===== src/design/hpc_pkg.sv =====
package hpc_pkg;

    // ==========================================
    // host port function select {func_select_1, func_select_0}
    typedef enum logic [1:0] {
        HPC_SEL_PTR_LO = 2'h0,
        HPC_SEL_DATA = 2'h1,
        HPC_SEL_PTR_HI = 2'h2,
        HPC_SEL_CTL = 2'h3
    } hpc_sel_t;

    // ==========================================
    // host_control_word bit positions
    localparam int unsigned HPC_HALT_BIT = 15;
    localparam int unsigned HPC_CACHE_OFF_BIT = 14;
    localparam int unsigned HPC_LOW_BYTE_TRIGGER_BIT = 13;
    localparam int unsigned HPC_READ_AUTO_ADVANCE_BIT = 12;
    localparam int unsigned HPC_WRITE_AUTO_ADVANCE_BIT = 11;
    localparam int unsigned HPC_RESERVED_BIT = 10;
    localparam int unsigned HPC_NMI_NO_SAVE_BIT = 9;
    localparam int unsigned HPC_NMI_BIT = 8;
    localparam int unsigned HPC_HOST_IRQ_BIT = 7;
    localparam int unsigned HPC_P2H_NOTE_LSB = 4;
    localparam int unsigned HPC_PROC_IRQ_BIT = 3;
    localparam int unsigned HPC_H2P_NOTE_LSB = 0;
    localparam int unsigned HPC_NOTE_W = 3;

    // ==========================================
    // reset values and masks
    localparam logic [15:0] HPC_CTL_RESET = 16'h0000;
    localparam logic [31:0] HPC_PTR_RESET = 32'h0000_0000;
    localparam logic [15:0] HPC_DATA_RESET = 16'h0000;
    localparam logic [15:0] HPC_CTL_READ_MASK = 16'hFBFF;
    localparam logic [15:0] HPC_PTR_LO_MASK = 16'hFFF0;
    localparam logic [31:0] HPC_PTR_STEP = 32'h0000_0010;
    localparam logic [31:0] HPC_PTR_MASK = 32'hFFFF_FFF0;

    // ==========================================
    // local memory cycle sequencer states
    typedef enum logic [1:0] {
        HPC_MEM_IDLE = 2'h0,
        HPC_MEM_BUSY = 2'h1,
        HPC_MEM_DONE = 2'h3
    } hpc_mem_st_t;

endpackage


===== src/design/hpc_mem_seq.sv =====
`timescale 1ns/1ps

module hpc_mem_seq
    import hpc_pkg::*;
(
    // clock and reset
    input wire logic sys_clk,
    input wire logic reset,
    // cycle request from the host port
    input wire logic start,
    input wire logic start_we,
    input wire logic [31:0] start_addr,
    input wire logic [15:0] start_wdata,
    output logic busy,
    output logic done,
    output logic done_we,
    output logic [15:0] done_rdata,
    // local memory bus
    output logic mem_req,
    output logic mem_we,
    output logic [31:0] mem_addr,
    output logic [15:0] mem_wdata,
    input wire logic [15:0] mem_rdata,
    input wire logic mem_ack
);

    typedef struct packed {
        hpc_mem_st_t st;
        logic req;
        logic we;
        logic [31:0] addr;
        logic [15:0] wdata;
        logic [15:0] rdata;
        logic done;
    } hpc_seq_t;

    hpc_seq_t s_r;
    hpc_seq_t s_nxt;

    // ==========================================
    // next state
    always_comb begin
        s_nxt = s_r;
        s_nxt.done = 1'b0;
        unique case (s_r.st)
            HPC_MEM_IDLE: begin
                if (start) begin
                    s_nxt.st = HPC_MEM_BUSY;
                    s_nxt.req = 1'b1;
                    s_nxt.we = start_we;
                    s_nxt.addr = start_addr & HPC_PTR_MASK;
                    s_nxt.wdata = start_wdata;
                end
            end
            HPC_MEM_BUSY: begin
                if (mem_ack) begin
                    s_nxt.st = HPC_MEM_DONE;
                    s_nxt.req = 1'b0;
                    s_nxt.done = 1'b1;
                    if (!s_r.we) begin
                        s_nxt.rdata = mem_rdata;
                    end
                end
            end
            HPC_MEM_DONE: begin
                // one idle cycle lets the pointer update settle before the next cycle
                s_nxt.st = HPC_MEM_IDLE;
            end
            default: begin
                s_nxt.st = HPC_MEM_IDLE;
                s_nxt.req = 1'b0;
            end
        endcase
    end

    // ==========================================
    // registers
    always_ff @(posedge sys_clk) begin
        if (reset) begin
            s_r <= '{st: HPC_MEM_IDLE, req: 1'b0, we: 1'b0, addr: HPC_PTR_RESET,
                     wdata: HPC_DATA_RESET, rdata: HPC_DATA_RESET, done: 1'b0};
        end else begin
            s_r <= s_nxt;
        end
    end

    assign busy = (s_r.st != HPC_MEM_IDLE);
    assign done = s_r.done;
    assign done_we = s_r.we;
    assign done_rdata = s_r.rdata;
    assign mem_req = s_r.req;
    assign mem_we = s_r.we;
    assign mem_addr = s_r.addr;
    assign mem_wdata = s_r.wdata;

endmodule


===== src/design/hpc_host_port.sv =====
`timescale 1ns/1ps

module hpc_host_port
    import hpc_pkg::*;
(
    // clock and reset
    input wire logic sys_clk,
    input wire logic reset,
    // host port
    input wire logic host_cs_n,
    input wire logic func_select_0,
    input wire logic func_select_1,
    input wire logic host_rd_n,
    input wire logic host_wr_n,
    input wire logic [1:0] host_be,
    input wire logic [15:0] host_wdata,
    output logic [15:0] host_rdata,
    output logic host_irq_pin_n,
    // processor side of the control word
    input wire logic cpu_ctl_wr,
    input wire logic [1:0] cpu_ctl_be,
    input wire logic [15:0] cpu_ctl_wdata,
    output logic [15:0] cpu_ctl_rdata,
    output logic pending_from_host_flag,
    // processor core controls
    input wire logic instr_done,
    input wire logic nmi_taken,
    output logic exec_halted,
    output logic cache_off,
    output logic nmi_request,
    output logic nmi_no_save,
    // local memory bus
    output logic mem_req,
    output logic mem_we,
    output logic [31:0] mem_addr,
    output logic [15:0] mem_wdata,
    input wire logic [15:0] mem_rdata,
    input wire logic mem_ack
);

    typedef struct packed {
        logic [15:0] ctl;
        logic [31:0] ptr;
        logic [15:0] data_buf;
        logic [15:0] host_rdata;
        logic [15:0] cpu_rdata;
        logic halted;
        logic irq_pin_n;
    } hpc_state_t;

    hpc_state_t s_r;
    hpc_state_t s_nxt;

    logic seq_busy;
    logic seq_done;
    logic seq_done_we;
    logic [15:0] seq_rdata;
    logic seq_start;
    logic seq_we;
    logic [31:0] seq_addr;

    // ==========================================
    // helpers
    function automatic logic [15:0] merge16(input logic [15:0] old_v, input logic [15:0] new_v,
                                            input logic [1:0] be);
        merge16 = {be[1] ? new_v[15:8] : old_v[15:8], be[0] ? new_v[7:0] : old_v[7:0]};
    endfunction

    function automatic logic [31:0] ptr_advance(input logic [31:0] p);
        ptr_advance = (p + HPC_PTR_STEP) & HPC_PTR_MASK;
    endfunction

    // ==========================================
    // next state
    always_comb begin
        hpc_sel_t sel;
        logic hwr;
        logic hrd;
        logic trig_lane;
        logic [15:0] c;
        logic hirq_set;
        logic hirq_clr;
        logic pirq_set;
        logic pirq_clr;
        logic nmi_set;
        sel = hpc_sel_t'({func_select_1, func_select_0});
        hwr = !host_cs_n && !host_wr_n;
        hrd = !host_cs_n && host_wr_n && !host_rd_n;
        s_nxt = s_r;
        c = s_r.ctl;
        hirq_set = 1'b0;
        hirq_clr = 1'b0;
        pirq_set = 1'b0;
        pirq_clr = 1'b0;
        nmi_set = 1'b0;
        seq_start = 1'b0;
        seq_we = 1'b0;
        // an 8-bit host finishes a word on the byte chosen by low_byte_trigger
        trig_lane = s_r.ctl[HPC_LOW_BYTE_TRIGGER_BIT] ? host_be[0] : host_be[1];

        // processor writes go first so that a same-cycle host write wins shared fields
        if (cpu_ctl_wr && cpu_ctl_be[1]) begin
            c[15:11] = cpu_ctl_wdata[15:11];
            c[HPC_NMI_NO_SAVE_BIT] = cpu_ctl_wdata[HPC_NMI_NO_SAVE_BIT];
        end
        if (cpu_ctl_wr && cpu_ctl_be[0]) begin
            hirq_set = cpu_ctl_wdata[HPC_HOST_IRQ_BIT];
            c[HPC_P2H_NOTE_LSB +: HPC_NOTE_W] = cpu_ctl_wdata[HPC_P2H_NOTE_LSB +: HPC_NOTE_W];
            pirq_clr = !cpu_ctl_wdata[HPC_PROC_IRQ_BIT];
        end

        unique case (sel)
            HPC_SEL_PTR_LO: begin
                if (hwr) begin
                    s_nxt.ptr[15:0] = merge16(s_r.ptr[15:0], host_wdata, host_be) &
                                      HPC_PTR_LO_MASK;
                    seq_start = s_r.ctl[HPC_LOW_BYTE_TRIGGER_BIT] && host_be[0];
                end
            end
            HPC_SEL_PTR_HI: begin
                if (hwr) begin
                    s_nxt.ptr[31:16] = merge16(s_r.ptr[31:16], host_wdata, host_be);
                    seq_start = !s_r.ctl[HPC_LOW_BYTE_TRIGGER_BIT] && host_be[1];
                end
            end
            HPC_SEL_DATA: begin
                if (hwr) begin
                    s_nxt.data_buf = merge16(s_r.data_buf, host_wdata, host_be);
                end
                seq_start = (hwr || hrd) && trig_lane;
                seq_we = hwr;
            end
            HPC_SEL_CTL: begin
                if (hwr && host_be[1]) begin
                    c[15:11] = host_wdata[15:11];
                    c[HPC_NMI_NO_SAVE_BIT] = host_wdata[HPC_NMI_NO_SAVE_BIT];
                    nmi_set = host_wdata[HPC_NMI_BIT];
                end
                if (hwr && host_be[0]) begin
                    hirq_clr = !host_wdata[HPC_HOST_IRQ_BIT];
                    pirq_set = host_wdata[HPC_PROC_IRQ_BIT];
                    c[HPC_H2P_NOTE_LSB +: HPC_NOTE_W] = host_wdata[HPC_H2P_NOTE_LSB +: HPC_NOTE_W];
                end
            end
        endcase

        // sticky bits: a set in the same cycle as a clear wins
        c[HPC_HOST_IRQ_BIT] = (c[HPC_HOST_IRQ_BIT] & !hirq_clr) | hirq_set;
        c[HPC_PROC_IRQ_BIT] = (c[HPC_PROC_IRQ_BIT] & !pirq_clr) | pirq_set;
        c[HPC_NMI_BIT] = (c[HPC_NMI_BIT] & !nmi_taken) | nmi_set;
        c[HPC_RESERVED_BIT] = 1'b0;
        s_nxt.ctl = c;

        // local memory cycles; a trigger while a cycle is running is dropped
        seq_start = seq_start && !seq_busy;
        seq_addr = s_nxt.ptr;
        if (seq_start && !seq_we && s_r.ctl[HPC_READ_AUTO_ADVANCE_BIT]) begin
            seq_addr = ptr_advance(s_nxt.ptr);
            s_nxt.ptr = seq_addr;
        end
        if (seq_done && seq_done_we && s_r.ctl[HPC_WRITE_AUTO_ADVANCE_BIT]) begin
            s_nxt.ptr = ptr_advance(s_r.ptr);
        end
        if (seq_done && !seq_done_we) begin
            s_nxt.data_buf = seq_rdata;
        end

        // halt takes effect only at an instruction boundary
        if (!s_r.ctl[HPC_HALT_BIT]) begin
            s_nxt.halted = 1'b0;
        end else if (instr_done) begin
            s_nxt.halted = 1'b1;
        end

        s_nxt.irq_pin_n = !c[HPC_HOST_IRQ_BIT];

        unique case (sel)
            HPC_SEL_PTR_LO: s_nxt.host_rdata = s_r.ptr[15:0] & HPC_PTR_LO_MASK;
            HPC_SEL_PTR_HI: s_nxt.host_rdata = s_r.ptr[31:16];
            HPC_SEL_DATA: s_nxt.host_rdata = s_r.data_buf;
            HPC_SEL_CTL: s_nxt.host_rdata = s_r.ctl & HPC_CTL_READ_MASK;
        endcase
        s_nxt.cpu_rdata = s_r.ctl & HPC_CTL_READ_MASK;
    end

    // ==========================================
    // registers
    always_ff @(posedge sys_clk) begin
        if (reset) begin
            s_r <= '{ctl: HPC_CTL_RESET, ptr: HPC_PTR_RESET, data_buf: HPC_DATA_RESET,
                     host_rdata: HPC_DATA_RESET, cpu_rdata: HPC_DATA_RESET,
                     halted: 1'b0, irq_pin_n: 1'b1};
        end else begin
            s_r <= s_nxt;
        end
    end

    // ==========================================
    // local memory sequencer
    hpc_mem_seq u_mem_seq (
        .sys_clk(sys_clk),
        .reset(reset),
        .start(seq_start),
        .start_we(seq_we),
        .start_addr(seq_addr),
        .start_wdata(s_nxt.data_buf),
        .busy(seq_busy),
        .done(seq_done),
        .done_we(seq_done_we),
        .done_rdata(seq_rdata),
        .mem_req(mem_req),
        .mem_we(mem_we),
        .mem_addr(mem_addr),
        .mem_wdata(mem_wdata),
        .mem_rdata(mem_rdata),
        .mem_ack(mem_ack)
    );

    // ==========================================
    // outputs, all from flip-flops
    assign host_rdata = s_r.host_rdata;
    assign host_irq_pin_n = s_r.irq_pin_n;
    assign cpu_ctl_rdata = s_r.cpu_rdata;
    assign pending_from_host_flag = s_r.ctl[HPC_PROC_IRQ_BIT];
    assign exec_halted = s_r.halted;
    assign cache_off = s_r.ctl[HPC_CACHE_OFF_BIT];
    assign nmi_request = s_r.ctl[HPC_NMI_BIT];
    assign nmi_no_save = s_r.ctl[HPC_NMI_NO_SAVE_BIT];

endmodule


===== config.mk =====
export PLATFORM = sky130hd
export DESIGN_NAME = hpc_host_port
export DESIGN_NICKNAME = d
export VERILOG_FILES = /design/src/design/hpc_pkg.sv /design/src/design/hpc_mem_seq.sv /design/src/design/hpc_host_port.sv
export SDC_FILE = /design/constraint.sdc
export NUM_CORES = 1
export LEC_CHECK = 0
export ABC_CLOCK_PERIOD_IN_PS = 4150
export BUFFER_PORTS_ARGS = -buffer_cell sky130_fd_sc_hd__buf_2
export CAP_MARGIN = 20
export CORE_MARGIN = 3
export CORE_UTILIZATION = 25
export CTS_BUF_LIST = sky130_fd_sc_hd__clkbuf_2
export CTS_CLUSTER_DIAMETER = 120
export CTS_CLUSTER_SIZE = 16
export DETAILED_ROUTE_END_ITERATION = 10
export SYNTH_ARGS = -nofsm -noshare
export SYNTH_HDL_FRONTEND = slang
export SYNTH_SLANG_ARGS = --single-unit

===== constraint.sdc =====
create_clock -name sys_clk -period 4.15 [get_ports sys_clk]
set_clock_uncertainty 0.1 [all_clocks]
set_input_delay 1.0375 -clock sys_clk [delete_from_list [all_inputs] [get_ports sys_clk]]
set_output_delay 1.0375 -clock sys_clk [all_outputs]
set_load 0.05 [all_outputs]

---- Word-level counts from Yosys, hierarchy flattened ----
Cells that the tools add are included.
word-level totals
  bits in registers ....................... 162
  output and inout port bits .............. 88
  logic and storage cells ................. 118
cells by class
  add/sub/neg operators ................... 2
  equality and inequality tests ........... 7
  multiplexer cells ....................... 40
  bitwise operators ....................... 10
  reductions and logical operators ........ 41
operator list
  cell                                           count
  two-way mux 16 bit                             7
  adder 32 x 5 -> 32 bit, second input constant  2
  two-way mux 32 bit                             2
  one-hot mux 16 bit (4 select lines)            1
  two-way mux 52 bit                             1
  two-way mux 8 bit                              6
  logical AND 1 bit                              16
  two-way mux 1 bit                              16
  two-way mux 5 bit                              3
  zero test 1 bit                                13
  == test 2 bit, second input constant           3
  one-hot mux 1 bit (3 select lines)             2
  AND reduction 2 bit                            3
  AND reduction 3 bit                            2
  == test 2 x 1 -> 1 bit, second input constant  2
  zero test 2 bit                                2
  != test 2 bit, second input constant           2
  inverter 1 bit                                 4
  one-hot mux 2 bit (2 select lines)             1
  OR reduction 2 bit                             2
  bitwise AND 1 bit                              3
  two-way mux 3 bit                              1
  bitwise OR 1 bit                               3
  OR reduction 3 bit                             1
  2 further kinds                                2

---- Logic depth before layout (Yosys ltp) ----
Gate-level depths: netlist of the first run.
  word-level depth ........................ 12
  mapped depth ............................ 12
  gate-level depth less buffers ........... 11

---- Cells and area by module ----
Synthesis of the first run repeated with hierarchy kept, for this count alone.
second synthesis, totals
  cells, all modules ...................... 1,042
  area total of the unflattened synthesis .. 8,663.3 um^2
modules (own cells, without submodules)
  module         times used  cells an instance  area each (um^2)  sequential area each (um^2)
  hpc_host_port  1           693                5,825.6           1,921.8
  hpc_mem_seq    1           349                2,837.7           1,301.2

---- Worst setup path after synthesis of the first run ----
No wires, ideal clock.
  path kind ............................... in2reg
  from .................................... input host_wr_n
  to ...................................... register s_r[74] (netlist name)
  arrival ................................. 3,702 ps
  data required time ...................... 3,919 ps
  setup slack ............................. 217 ps
  stages .................................. 12
  cells stage by stage .................... buf_2 nor3b_2 nand2_1 mux2i_1 inv_1 ha_1 a21bo_2 or3_1 clkbuf_1 or4_1 a21oi_1 nor3_1
on the way
  longest elaborated chain between the ends .. 10
  elaborated cells between the ends (all ways) .. 21
ends and longest elaborated chain
  element                                                         RTL line              RTL
  from (decl)                                                     hpc_host_port.sv:14   input wire logic host_wr_n,
  branches (longest 8 deep; another with adder 32 x 5 -> 32 bit)  --
  two-way mux 32 bit *                                            hpc_host_port.sv:157  if (seq_start && !seq_we && s_r.ctl[HPC_READ_AUTO_ADVANCE_BIT]) begin
  two-way mux 32 bit *                                            hpc_host_port.sv:161  if (seq_done && seq_done_we && s_r.ctl[HPC_WRITE_AUTO_ADVANCE_BIT]) begin
  to (signal assigned)                                            hpc_host_port.sv:190  s_r <= '{ctl: HPC_CTL_RESET, ptr: HPC_PTR_RESET, data_buf: HPC_DATA_RESET,
  to (signal assigned)                                            hpc_host_port.sv:194  s_r <= s_nxt;
  to (decl)                                                       hpc_host_port.sv:51   hpc_state_t s_r;
Mark *: on every way between the ends.
A chain may end at the register's enable or synchronous reset.

---- Worst setup path after layout of the first run ----
  from .................................... register s_r[59] (netlist name)
  to ...................................... register u_mem_seq.s_r (netlist bit u_mem_seq.mem_addr[22])
on the way
  longest elaborated chain between the ends .. 5
ends and longest elaborated chain
  element                   RTL line              RTL
  two-way mux 8 bit         hpc_host_port.sv:66   merge16 = {be[1] ? new_v[15:8] : old_v[15:8], be[0] ? new_v[7:0] : old_v[7:0]};
  two-way mux 16 bit        hpc_host_port.sv:114  if (hwr) begin
  two-way mux 16 bit *      hpc_host_port.sv:112  unique case (sel)
  adder 32 x 5 -> 32 bit *  hpc_host_port.sv:70   ptr_advance = (p + HPC_PTR_STEP) & HPC_PTR_MASK;
  two-way mux 32 bit *      hpc_host_port.sv:157
  to (signal assigned)      hpc_mem_seq.sv:80     s_r <= '{st: HPC_MEM_IDLE, req: 1'b0, we: 1'b0, addr: HPC_PTR_RESET,
  to (signal assigned)      hpc_mem_seq.sv:83     s_r <= s_nxt;
  to (decl)                 hpc_mem_seq.sv:37     hpc_seq_t s_r;
Mark *: on every way between the ends. The rest lies on a longest branch, timed or not.

==> results of run 1 <==
[final cells by class]
| cell class | count | area (sq um) |
|---|---|---|
| Fill cell | 3623 | 23400 |
| Multi-Input combinational cell | 719 | 4400 |
| Sequential cell | 157 | 3140 |
| Timing Repair Buffer | 183 | 1030 |
| Tap cell | 442 | 553 |
| Clock inverter | 15 | 180 |
| Clock buffer | 17 | 85.1 |
| Inverter | 6 | 22.5 |
| Antenna cell | 1 | 2.50 |
[registers in the layout, summed over array words and instances (netlist names), 2 cells and up]
register,flops
u_mem_seq.mem_addr,28
s_r,44
cpu_ctl_rdata,15
s_nxt,11
host_rdata,16
u_mem_seq.done_rdata,16
u_mem_seq.s_r,2
u_mem_seq.mem_wdata,16
[worst min-delay path: cells and delay by family]
kind | cells | cell delay (ps)
AND/OR/NAND/NOR | 1 | 50
AO/OA/AOI/OAI | 1 | 50
buffers and inverters | 1 | 100
[how the worst max path moves through the flow]
stage                   start  slack, ps  depth (start not counted)                     end
floorplan           host_wr_n        220                         12                 s_r[74]
global placement    host_cs_n        230                         10  u_mem_seq.mem_addr[22]
detailed placement  host_cs_n        220                         10  u_mem_seq.mem_addr[22]
CTS                   s_r[59]       1040                          9  u_mem_seq.mem_addr[22]
global route          s_r[59]        810                          9  u_mem_seq.mem_addr[22]
finish                s_r[59]        980                          9  u_mem_seq.mem_addr[22]
[placed cells by master, fill, tap and decap left out, types with 14 or more instances in the layout]
cell type	n
a21oi_1	87
xor2_1	20
a211oi_1	24
nand2_1	134
buf_2	139
o21ai_1	15
buf_4	43
nor3_1	14
nor4_1	15
o21ai_0	26
nor2_1	70
clkbuf_2	17
nand3_1	60
nor2b_1	43
mux2i_1	25
xnor2_1	29
dfxtp_1	157
[power by group through the flow]
stage                     registers (mW)  clock network (mW)  logic, mW
after floorplan                     1.58                   0      0.188
after global placement              1.59                   0      0.295
after detailed placement            1.59                   0      0.295
after CTS                           1.56               0.978      0.296
after global routing                1.57                1.03      0.319
final                               1.56               0.945      0.298
[stage by stage]
step	setup slack [ps]	hold slack, ps	util [%]	instance area (sq um)
3_5_place_dp	222	343	27.8	9140
6_report	984	334	28.7	9420
2_1_floorplan	217	332	-	8450
3_3_place_gp	227	343	27.8	9140
4_1_cts	1040	244	28.6	9400
5_1_grt	810	267	28.7	9420
[cell families after synthesis]
family                   Yosys count
AO/OA/AOI/OAI                    203
XOR/XNOR                          49
adder cells (fa/ha/maj)            2
buffers and inverters            163
flip-flops                       157
multiplexers                      46
other                              1
AND/OR/NAND/NOR                  414
[layer usage]
metal  global-route usage, %  up-vias  part of all wire (%)
met5                       0        -                     0
met2                    23.3      304                    43
met3                    4.68       31                   8.2
met4                    4.01        0                   1.2
met1                    22.3     3602                    47
li1                        -     3635                     -
==> flow_summary.yaml, run 1 <==
logic_synthesis:
  ys_seq_elements: 157
  synth_top_cell_by_area: "dfxtp_1"
  yosys.area_share.simple_pct: 24.4
  synthCells: 1035
  synth_top_family_by_area: "simple AND/OR/NAND/NOR gates"
  synth_compound_area_share_pct: 14.7
  synth_area_leaders: "dfxtp_1, buf_4, nand2_1, a21oi_1, nand3_1"
  synth_fa_ha_area_share_pct: 0.297
  ys.flop_type: "dfxtp_1"
  ys_types: 63
  yosysMostFrequentCell: "dfxtp_1"
  synth_xor_area_share_pct: 5.09
  syn_area_sq_um: 8440
  synth_edf_count: 0
  ys_async_sr_fraction_pct: 0
  muxShareOfSynthArea_pct: 7.24
  syn_avg_cell_area_sq_um: 8.15
  synthTopCellsByCount: "dfxtp_1, nand2_1, a21oi_1, buf_4, nor2_1"
  synth-seq-area-share_pct: 37.3
  synth_top_area_share_pct: 37.3
  ys_warn_count: 0
cts:
  clk-insertion-delay-late_ps: 810
  postCtsSetupBuffers: 0
  cts-htree-levels: 4
  ctsResizeCount: 0
  cts_hold_buf: 0
  clk_path_buf_depth: 2
  tritoncts: "built"
  clk_transition_reported_paths_ps: 310
  clock-sinks: 157
  ctsRootBufferMaster: "clkbuf_2"
  numCtsBuffers: 17
outcome:
  violations: "DRC"
  status: "finished, violations left"
power_and_ir_drop:
  vdd_ir_drop_max_uv: 144
  p_clk_share_pct: 33.7
  power_density_nw_per_um2: 298
  switching_share_pct: 31.2
  pwr-share-seq_pct: 55.7
  finalPower_mw: 2.81
  p_switching_mw: 0.874
  leakage_nw: 3.56
  comb_power_share_pct: 10.6
  p_int_mw: 1.93
drt:
  route.vias.total: 7572
  final_antenna_net_count: 0
  routed_wl_microns: 29000
  remaining_drc_errors: 1
  drt-vias-per-instance: 4.92
  drt_first_pass_iters: 9
  wl_per_cell_microns: 18.8
  drt-initial-drc-count: 736
hold_path:
  hold_depth: 3
  hold_end: "u_mem_seq.done_rdata[15]"
  hold_path_class: "input pin to flip-flop"
  min_from: "mem_rdata[15]"
finish:
  drive_above_1_share_pct: 22.5
  stdcell_count: 1540
  nNetsFinal: 1149
  syn2layout_area_growth_pct: 11.7
global_routing:
  grt_pass1_vias: 7117
  grt_pass1_wl_microns: 43300
  grtUsageTotal_pct: 15.7
  antenna_found_initial: 1
  grt_max_degree: 84
  overflow: 0
setup_path:
  rrSetupSlack_ps: 980
  end_kind: "flip-flop"
  worst_path_most_repeated_cell: "buf_4"
  cpLargestDelayFamily: "simple AND/OR/NAND/NOR gates"
  timing.rr.end: "u_mem_seq.mem_addr[22]"
  reg2reg_depth: 9
  critPathRequiredTime_ps: 4730
  crit_path_cell_trace: "and4_1 -> o211ai_1 -> a222oi_1 -> buf_4 -> or4b_4 -> nor2_2 -> xor2_1 -> buf_4 -> o21ai_1"
  critPathMaxFanout: 11
  rr_startpoint: "s_r[59]"
  cp-start-kind: "flip-flop"
  cp_slowest_cell: "dfxtp_1"
  crit_buf_inv: 2
  crit_type: "flip-flop to flip-flop"
  arrival_ps: 3740
  cp_slowest_stage_delay_ps: 690
sta:
  final_max_slew_viol_count: 0
  hold_viol: 0
  rsz0062_at_grt: "false"
  max-slew-margin-rel_pct: 42.4
  setup_viol: 0
  fin_tns_setup_ps: 0
  min_period_ps: 3170
  worst_slew_pin_slew_ps: 864
  timing.fmax_ghz: 0.316
  min_period_over_period_pct: 76.3
die:
  core_area_sq_um: 32900
  dieArea_sq_um: 36000
  initial_core_util_pct: 25.7
  row_count: 66
  io_pins: 151
  chipHeight_microns: 190
  chipWidth_microns: 190
placed_design:
  port_buffers: 140
  dp_cells: 1506
  place.gp.congestion: 0.908
  dp_hpwl_microns: 21900
job:
  drv_cap: 0
(Power assumes the default switching activity.)
==> inputs of run 2 (changes only) <==
Settings changed: ABC_CLOCK_PERIOD_IN_PS 4150 to 2680.
Clock period 4.15 ns to 2.68 ns, I/O delays scaled along.
==> run 2 against run 1 <==
Utilization up 4.3 points; die area unchanged; worst setup slack worse by 890 ps; the flow now finishes without violations; sequential share of layout area down 4.3 points; flip-flop and latch count unchanged; clock-buffer cell count unchanged; non-clock buffer count up 156; worst hold slack worse by 240 ps; total power up 54%; first-iteration DRC count down 24%; clock power up 39%.
==> flow_summary.yaml, run 2 (synthesized netlist as in run 1, its figures left out) <==
hold_path:
  hold_path_class: "input pin to flip-flop"
  hold_depth: 3
  hold_end: "host_irq_pin_n"
  min_from: "cpu_ctl_wdata[7]"
global_routing:
  overflow: 0
  grt_max_degree: 67
  grt_pass1_wl_microns: 47100
  grt_pass1_vias: 7739
  grtUsageTotal_pct: 17.2
  antenna_found_initial: 4
sta:
  setup_viol: 0
  rsz0062_at_grt: "false"
  final_max_slew_viol_count: 0
  min_period_ps: 2580
  timing.fmax_ghz: 0.387
  fin_hold_ws_ps: 92.6
  max-slew-margin-rel_pct: 56.4
  hold_viol: 0
  worst_slew_pin_slew_ps: 652
  min_period_over_period_pct: 96.3
power_and_ir_drop:
  leakage_nw: 4.34
  pwr-share-seq_pct: 55.8
  power_density_nw_per_um2: 398
  p_int_mw: 2.89
  switching_share_pct: 32.9
  p_clk_share_pct: 30.4
  p_switching_mw: 1.42
  vdd_ir_drop_max_uv: 211
  comb_power_share_pct: 13.7
die:
  chipHeight_microns: 190
  row_count: 66
  dieArea_sq_um: 36000
  chipWidth_microns: 190
  io_pins: 151
  core_area_sq_um: 32900
  initial_core_util_pct: 25.7
outcome:
  status: "completed"
drt:
  top_layer_used: "met4"
  remaining_drc_errors: 0
  drt-vias-per-instance: 4.81
  routed_wl_microns: 31700
  drt_first_pass_iters: 8
  wl_per_cell_microns: 18.7
  wl_met2_microns: 14500
  drt-initial-drc-count: 563
  wl_met1_microns: 14800
  final_antenna_net_count: 0
  route.vias.total: 8145
  wl_met3_microns: 1950
setup_path:
  arrival_ps: 3160
  crit_path_cell_trace: "buf_2 -> buf_4 -> nor2b_1 -> nand4_1 -> a222oi_1 -> buf_4 -> or4b_4 -> nor2_2 -> xor2_1 -> a211oi_1"
  cp_slowest_cell: "or4b_4"
  end_kind: "flip-flop"
  rrSetupSlack_ps: 140
  crit_buf_inv: 3
  critPathRequiredTime_ps: 3260
  reg2reg_depth: 6
  cp-start-kind: "input pin"
  cp_slowest_stage_delay_ps: 500
  rr_startpoint: "s_nxt[15]"
  timing.rr.end: "s_r[66]"
  crit_type: "input pin to flip-flop"
  cpLargestDelayFamily: "simple AND/OR/NAND/NOR gates"
  critPathMaxFanout: 7
  worst_path_most_repeated_cell: "buf_4"
finish:
  layout_commonest_cell: "buf_4"
  fin_util_pct: 32.9
  drive_above_1_share_pct: 31.3
  regMostFlops: "s_r"
  nNetsFinal: 1305
  largest_reg_flops: 44
  syn2layout_area_growth_pct: 28.3
  final_cell_mix: "buf_4, dfxtp_1, buf_2, nand2_1, a21oi_1"
placed_design:
  port_buffers: 140
  place.gp.congestion: 0.956
  dp_hpwl_microns: 24600
cts:
  clk-insertion-delay-late_ps: 810
  clk_transition_reported_paths_ps: 260
  numCtsBuffers: 17
  tritoncts: "built"
  clk_path_buf_depth: 2
  ctsRootBufferMaster: "clkbuf_2"
  cts-htree-levels: 4
  clock-sinks: 157
job:
  drv_cap: 0
==> run 2: power groups by stage <==
| stage | logic, mW | registers, mW | clock network, mW |
|---|---|---|---|
| after floorplan | 0.310 | 2.45 | 0 |
| after detailed placement | 0.549 | 2.45 | 0 |
| final | 0.592 | 2.41 | 1.31 |
| after CTS | 0.587 | 2.41 | 1.37 |
| after global placement | 0.547 | 2.45 | 0 |
| after global routing | 0.630 | 2.42 | 1.45 |
==> run 2: metrics by stage <==
stage          cells  worst slack, ps  cell area (sq um)  power [mW]  setup TNS, ps
2_1_floorplan   1039             -644               8700        2.76         -17010
3_3_place_gp    1628             -666              10300        3.00         -29730
3_5_place_dp    1628             -683              10300        3.00         -31420
4_1_cts         1694              123              10800        4.37              0
5_1_grt         1695             29.8              10800        4.49              0
6_report        1695             98.3              10800        4.31              0
==> run 2: tightest hold or removal path, cell delays in order <==
cell and delay, ps:
buf_2 100, nand3_1 80, a21o_1 120
==> run 2: cell type report <==
class | instances | area (sq um)
Sequential cell | 157 | 3140
Multi-Input combinational cell | 719 | 4580
Fill cell | 3557 | 22000
Timing Repair Buffer | 339 | 2310
Clock inverter | 14 | 129
Antenna cell | 1 | 2.50
Tap cell | 442 | 553
Clock buffer | 17 | 85.1
Inverter | 6 | 22.5
==> run 2: worst max path at each step <==
stage                       start                      to  slack [ps]  depth (start not counted)
detailed placement      host_cs_n                 s_r[72]        -680                          9
floorplan               host_wr_n                 s_r[74]        -640                         12
finish              func_select_0                 s_r[72]         100                         10
global placement    func_select_1  u_mem_seq.mem_addr[31]        -670                         11
global route              s_r[60]                 s_r[72]          30                          8
CTS                       s_r[60]                 s_r[72]         120                          8
==> run 2: metal layers <==
metal	track usage, %	up-vias
met3	2.82	29
met4	3.87	0
met2	27.7	287
met5	0	-
li1	-	3952
met1	24.2	3877
==> run 2: what timing repair did <==
action                     in CTS  in global routing
hold endpoints to repair       29                  0
resized for setup               0                  1
setup endpoints to repair       0                  1
hold buffers                   35                  0
buffers inserted                0                  0
==> inputs of run 3 (changes only) <==
Settings changed: SETUP_SLACK_MARGIN from default to 0.15.
==> run 3 against run 2 <==
Wire length grew 1.7%; combinational power barely moved; via count is 1.4% higher; final area rose by 0.94%; worst setup slack improved by 4.8 ps; clock-buffer cell count grew 1; non-clock buffer count decreased by 15; critical endpoint is now s_r[68]; largest cell class unchanged; largest power group unchanged.
==> flow_summary.yaml, run 3 (synthesized netlist as in run 1, its figures left out) <==
cts:
  clk_path_buf_depth: 2
  clk_transition_reported_paths_ps: 250
  ctsRootBufferMaster: "clkbuf_2"
  tritoncts: "built"
  clock-sinks: 157
  numCtsBuffers: 17
  cts-htree-levels: 4
  clk-insertion-delay-late_ps: 780
drt:
  drt-vias-per-instance: 4.91
  drt_first_pass_iters: 6
  drt-initial-drc-count: 651
  wl_per_cell_microns: 19.1
  route.vias.total: 8255
  final_antenna_net_count: 0
  remaining_drc_errors: 0
  routed_wl_microns: 32200
setup_path:
  crit_path_cell_trace: "buf_2 -> or3b_4 -> or4_4 -> a222oi_1 -> buf_4 -> or4b_4 -> xor2_1 -> nor2_1 -> a211oi_1"
  critPathMaxFanout: 4
  reg2reg_depth: 9
  crit_path_start: "host_cs_n"
  critPathRequiredTime_ps: 3250
  arrival_ps: 3150
  cp_slowest_cell: "or4b_4"
  rrSetupSlack_ps: 110
  end_kind: "flip-flop"
  crit_type: "input pin to flip-flop"
  cp_slowest_stage_delay_ps: 510
  rr_startpoint: "s_nxt[15]"
  timing.rr.end: "s_r[74]"
  cp-start-kind: "input pin"
finish:
  regMostFlops: "s_r"
  final_cell_mix: "buf_4, dfxtp_1, buf_2, nand2_1, a21oi_1"
  drive_above_1_share_pct: 33.3
  largest_reg_flops: 44
  nNetsFinal: 1291
  nFillCells: 3526
  layout_commonest_cell: "buf_4"
  syn2layout_area_growth_pct: 29.5
die:
  chipWidth_microns: 190
  chipHeight_microns: 190
  core_area_sq_um: 32900
  io_pins: 151
  initial_core_util_pct: 25.7
  row_count: 66
  dieArea_sq_um: 36000
job:
  drv_cap: 0
power_and_ir_drop:
  p_switching_mw: 1.34
  leakage_nw: 4.39
  comb_power_share_pct: 13.5
  p_clk_share_pct: 31.9
  p_int_mw: 3.07
  pwr-share-seq_pct: 54.6
  switching_share_pct: 30.5
  finalPower_mw: 4.41
  power_density_nw_per_um2: 404
  vdd_ir_drop_max_uv: 394
sta:
  fin_tns_setup_ps: 0
  setup_viol: 0
  timing.fmax_ghz: 0.388
  rsz0062_at_grt: "true"
  final_max_slew_viol_count: 0
  worst_slew_pin_slew_ps: 562
  min_period_ps: 2580
  max-slew-margin-rel_pct: 62.5
  min_period_over_period_pct: 96.2
  hold_viol: 0
outcome:
  status: "completed"
hold_path:
  hold_path_class: "input pin to flip-flop"
  min_from: "mem_rdata[3]"
  hold_depth: 3
  hold_end: "u_mem_seq.done_rdata[3]"
placed_design:
  dp_hpwl_microns: 25100
  port_buffers: 140
  place.gp.congestion: 1.01
global_routing:
  antenna_found_initial: 1
  grt_max_degree: 56
  grtUsageTotal_pct: 17.1
  grt_pass1_vias: 7764
  overflow: 0
  grt_pass1_wl_microns: 47100
[run 3: changes by cell type in the layout (fill, tap and decap cells not counted), sizes merged]
cell         previous run  this run
inv                    14        13
dlygate4sd3            35        21
buf                   304       302
clkbuf                 17        19
clkinv                  4         2
or3                     7         8
bufinv                  0         2
[run 3: worst max path at each step]
stage	endpoint	slack [ps]	cells past startpoint
5_1_grt	s_r[76]	40	8
3_3_place_gp	s_r[76]	-660	10
6_report	s_r[68]	100	9
2_1_floorplan	s_r[74]	-640	12
3_5_place_dp	s_r[72]	-690	9
4_1_cts	s_r[65]	150	8
[run 3: through the flow]
stage                     setup WS (ps)  cell area (sq um)  util [%]  cells  hold slack (ps)
after global placement             -664              10200      31.1   1621              343
after detailed placement           -693              10200      31.1   1621              346
final                               103              10900      33.2   1681             87.8
after global routing               38.0              10900      33.2   1681             12.7
after CTS                           149              10700      32.5   1669            0.318
after floorplan                    -644               8750         -   1039              332
[run 3: critical path, delay by kind of cell]
family | cells | cell delay, ps
buf+inv | 2 | 350
simple gates | 4 | 1480
xor+xnor | 1 | 190
compound gates | 2 | 460
[run 3: repair_timing]
action	CTS	global route
setup endpoints to repair	6	34
resized for setup	6	35
hold buffers	16	5
cloned	0	2
pin swaps	0	19
hold endpoints to repair	16	5
buffers inserted	1	4
[run 3: power groups by stage]
| stage | Clock [mW] | Sequential (mW) | Combinational [mW] |
|---|---|---|---|
| floorplan | 0 | 2.45 | 0.315 |
| global placement | 0 | 2.45 | 0.546 |
| detailed placement | 0 | 2.45 | 0.548 |
| CTS | 1.45 | 2.41 | 0.570 |
| global route | 1.54 | 2.41 | 0.630 |
| finish | 1.41 | 2.41 | 0.594 |
[run 3: metal layers]
| layer | share of wire (%) | wire length (microns) | up-vias | global-route usage, % |
|---|---|---|---|---|
| met5 | 0 | 0 | - | 0 |
| met4 | 1.8 | 571 | 0 | 4.46 |
| met3 | 7.9 | 2540 | 36 | 4.48 |
| met2 | 46 | 14800 | 340 | 27.3 |
| met1 | 44 | 14300 | 3962 | 23.1 |
| li1 | - | - | 3917 | - |
[run 3: cell type report]
cell class              count  area, sq um  area share [%]
clock inverters            13          155            1.42
inverters                   6         22.5           0.206
diodes                      1         2.50          0.0229
flip-flops and latches    157         3150            28.8
multi-input cells         720         4720            43.2
well taps                 442          553            5.06
clock buffers              18         90.1           0.824
repair buffers            324         2240            20.5
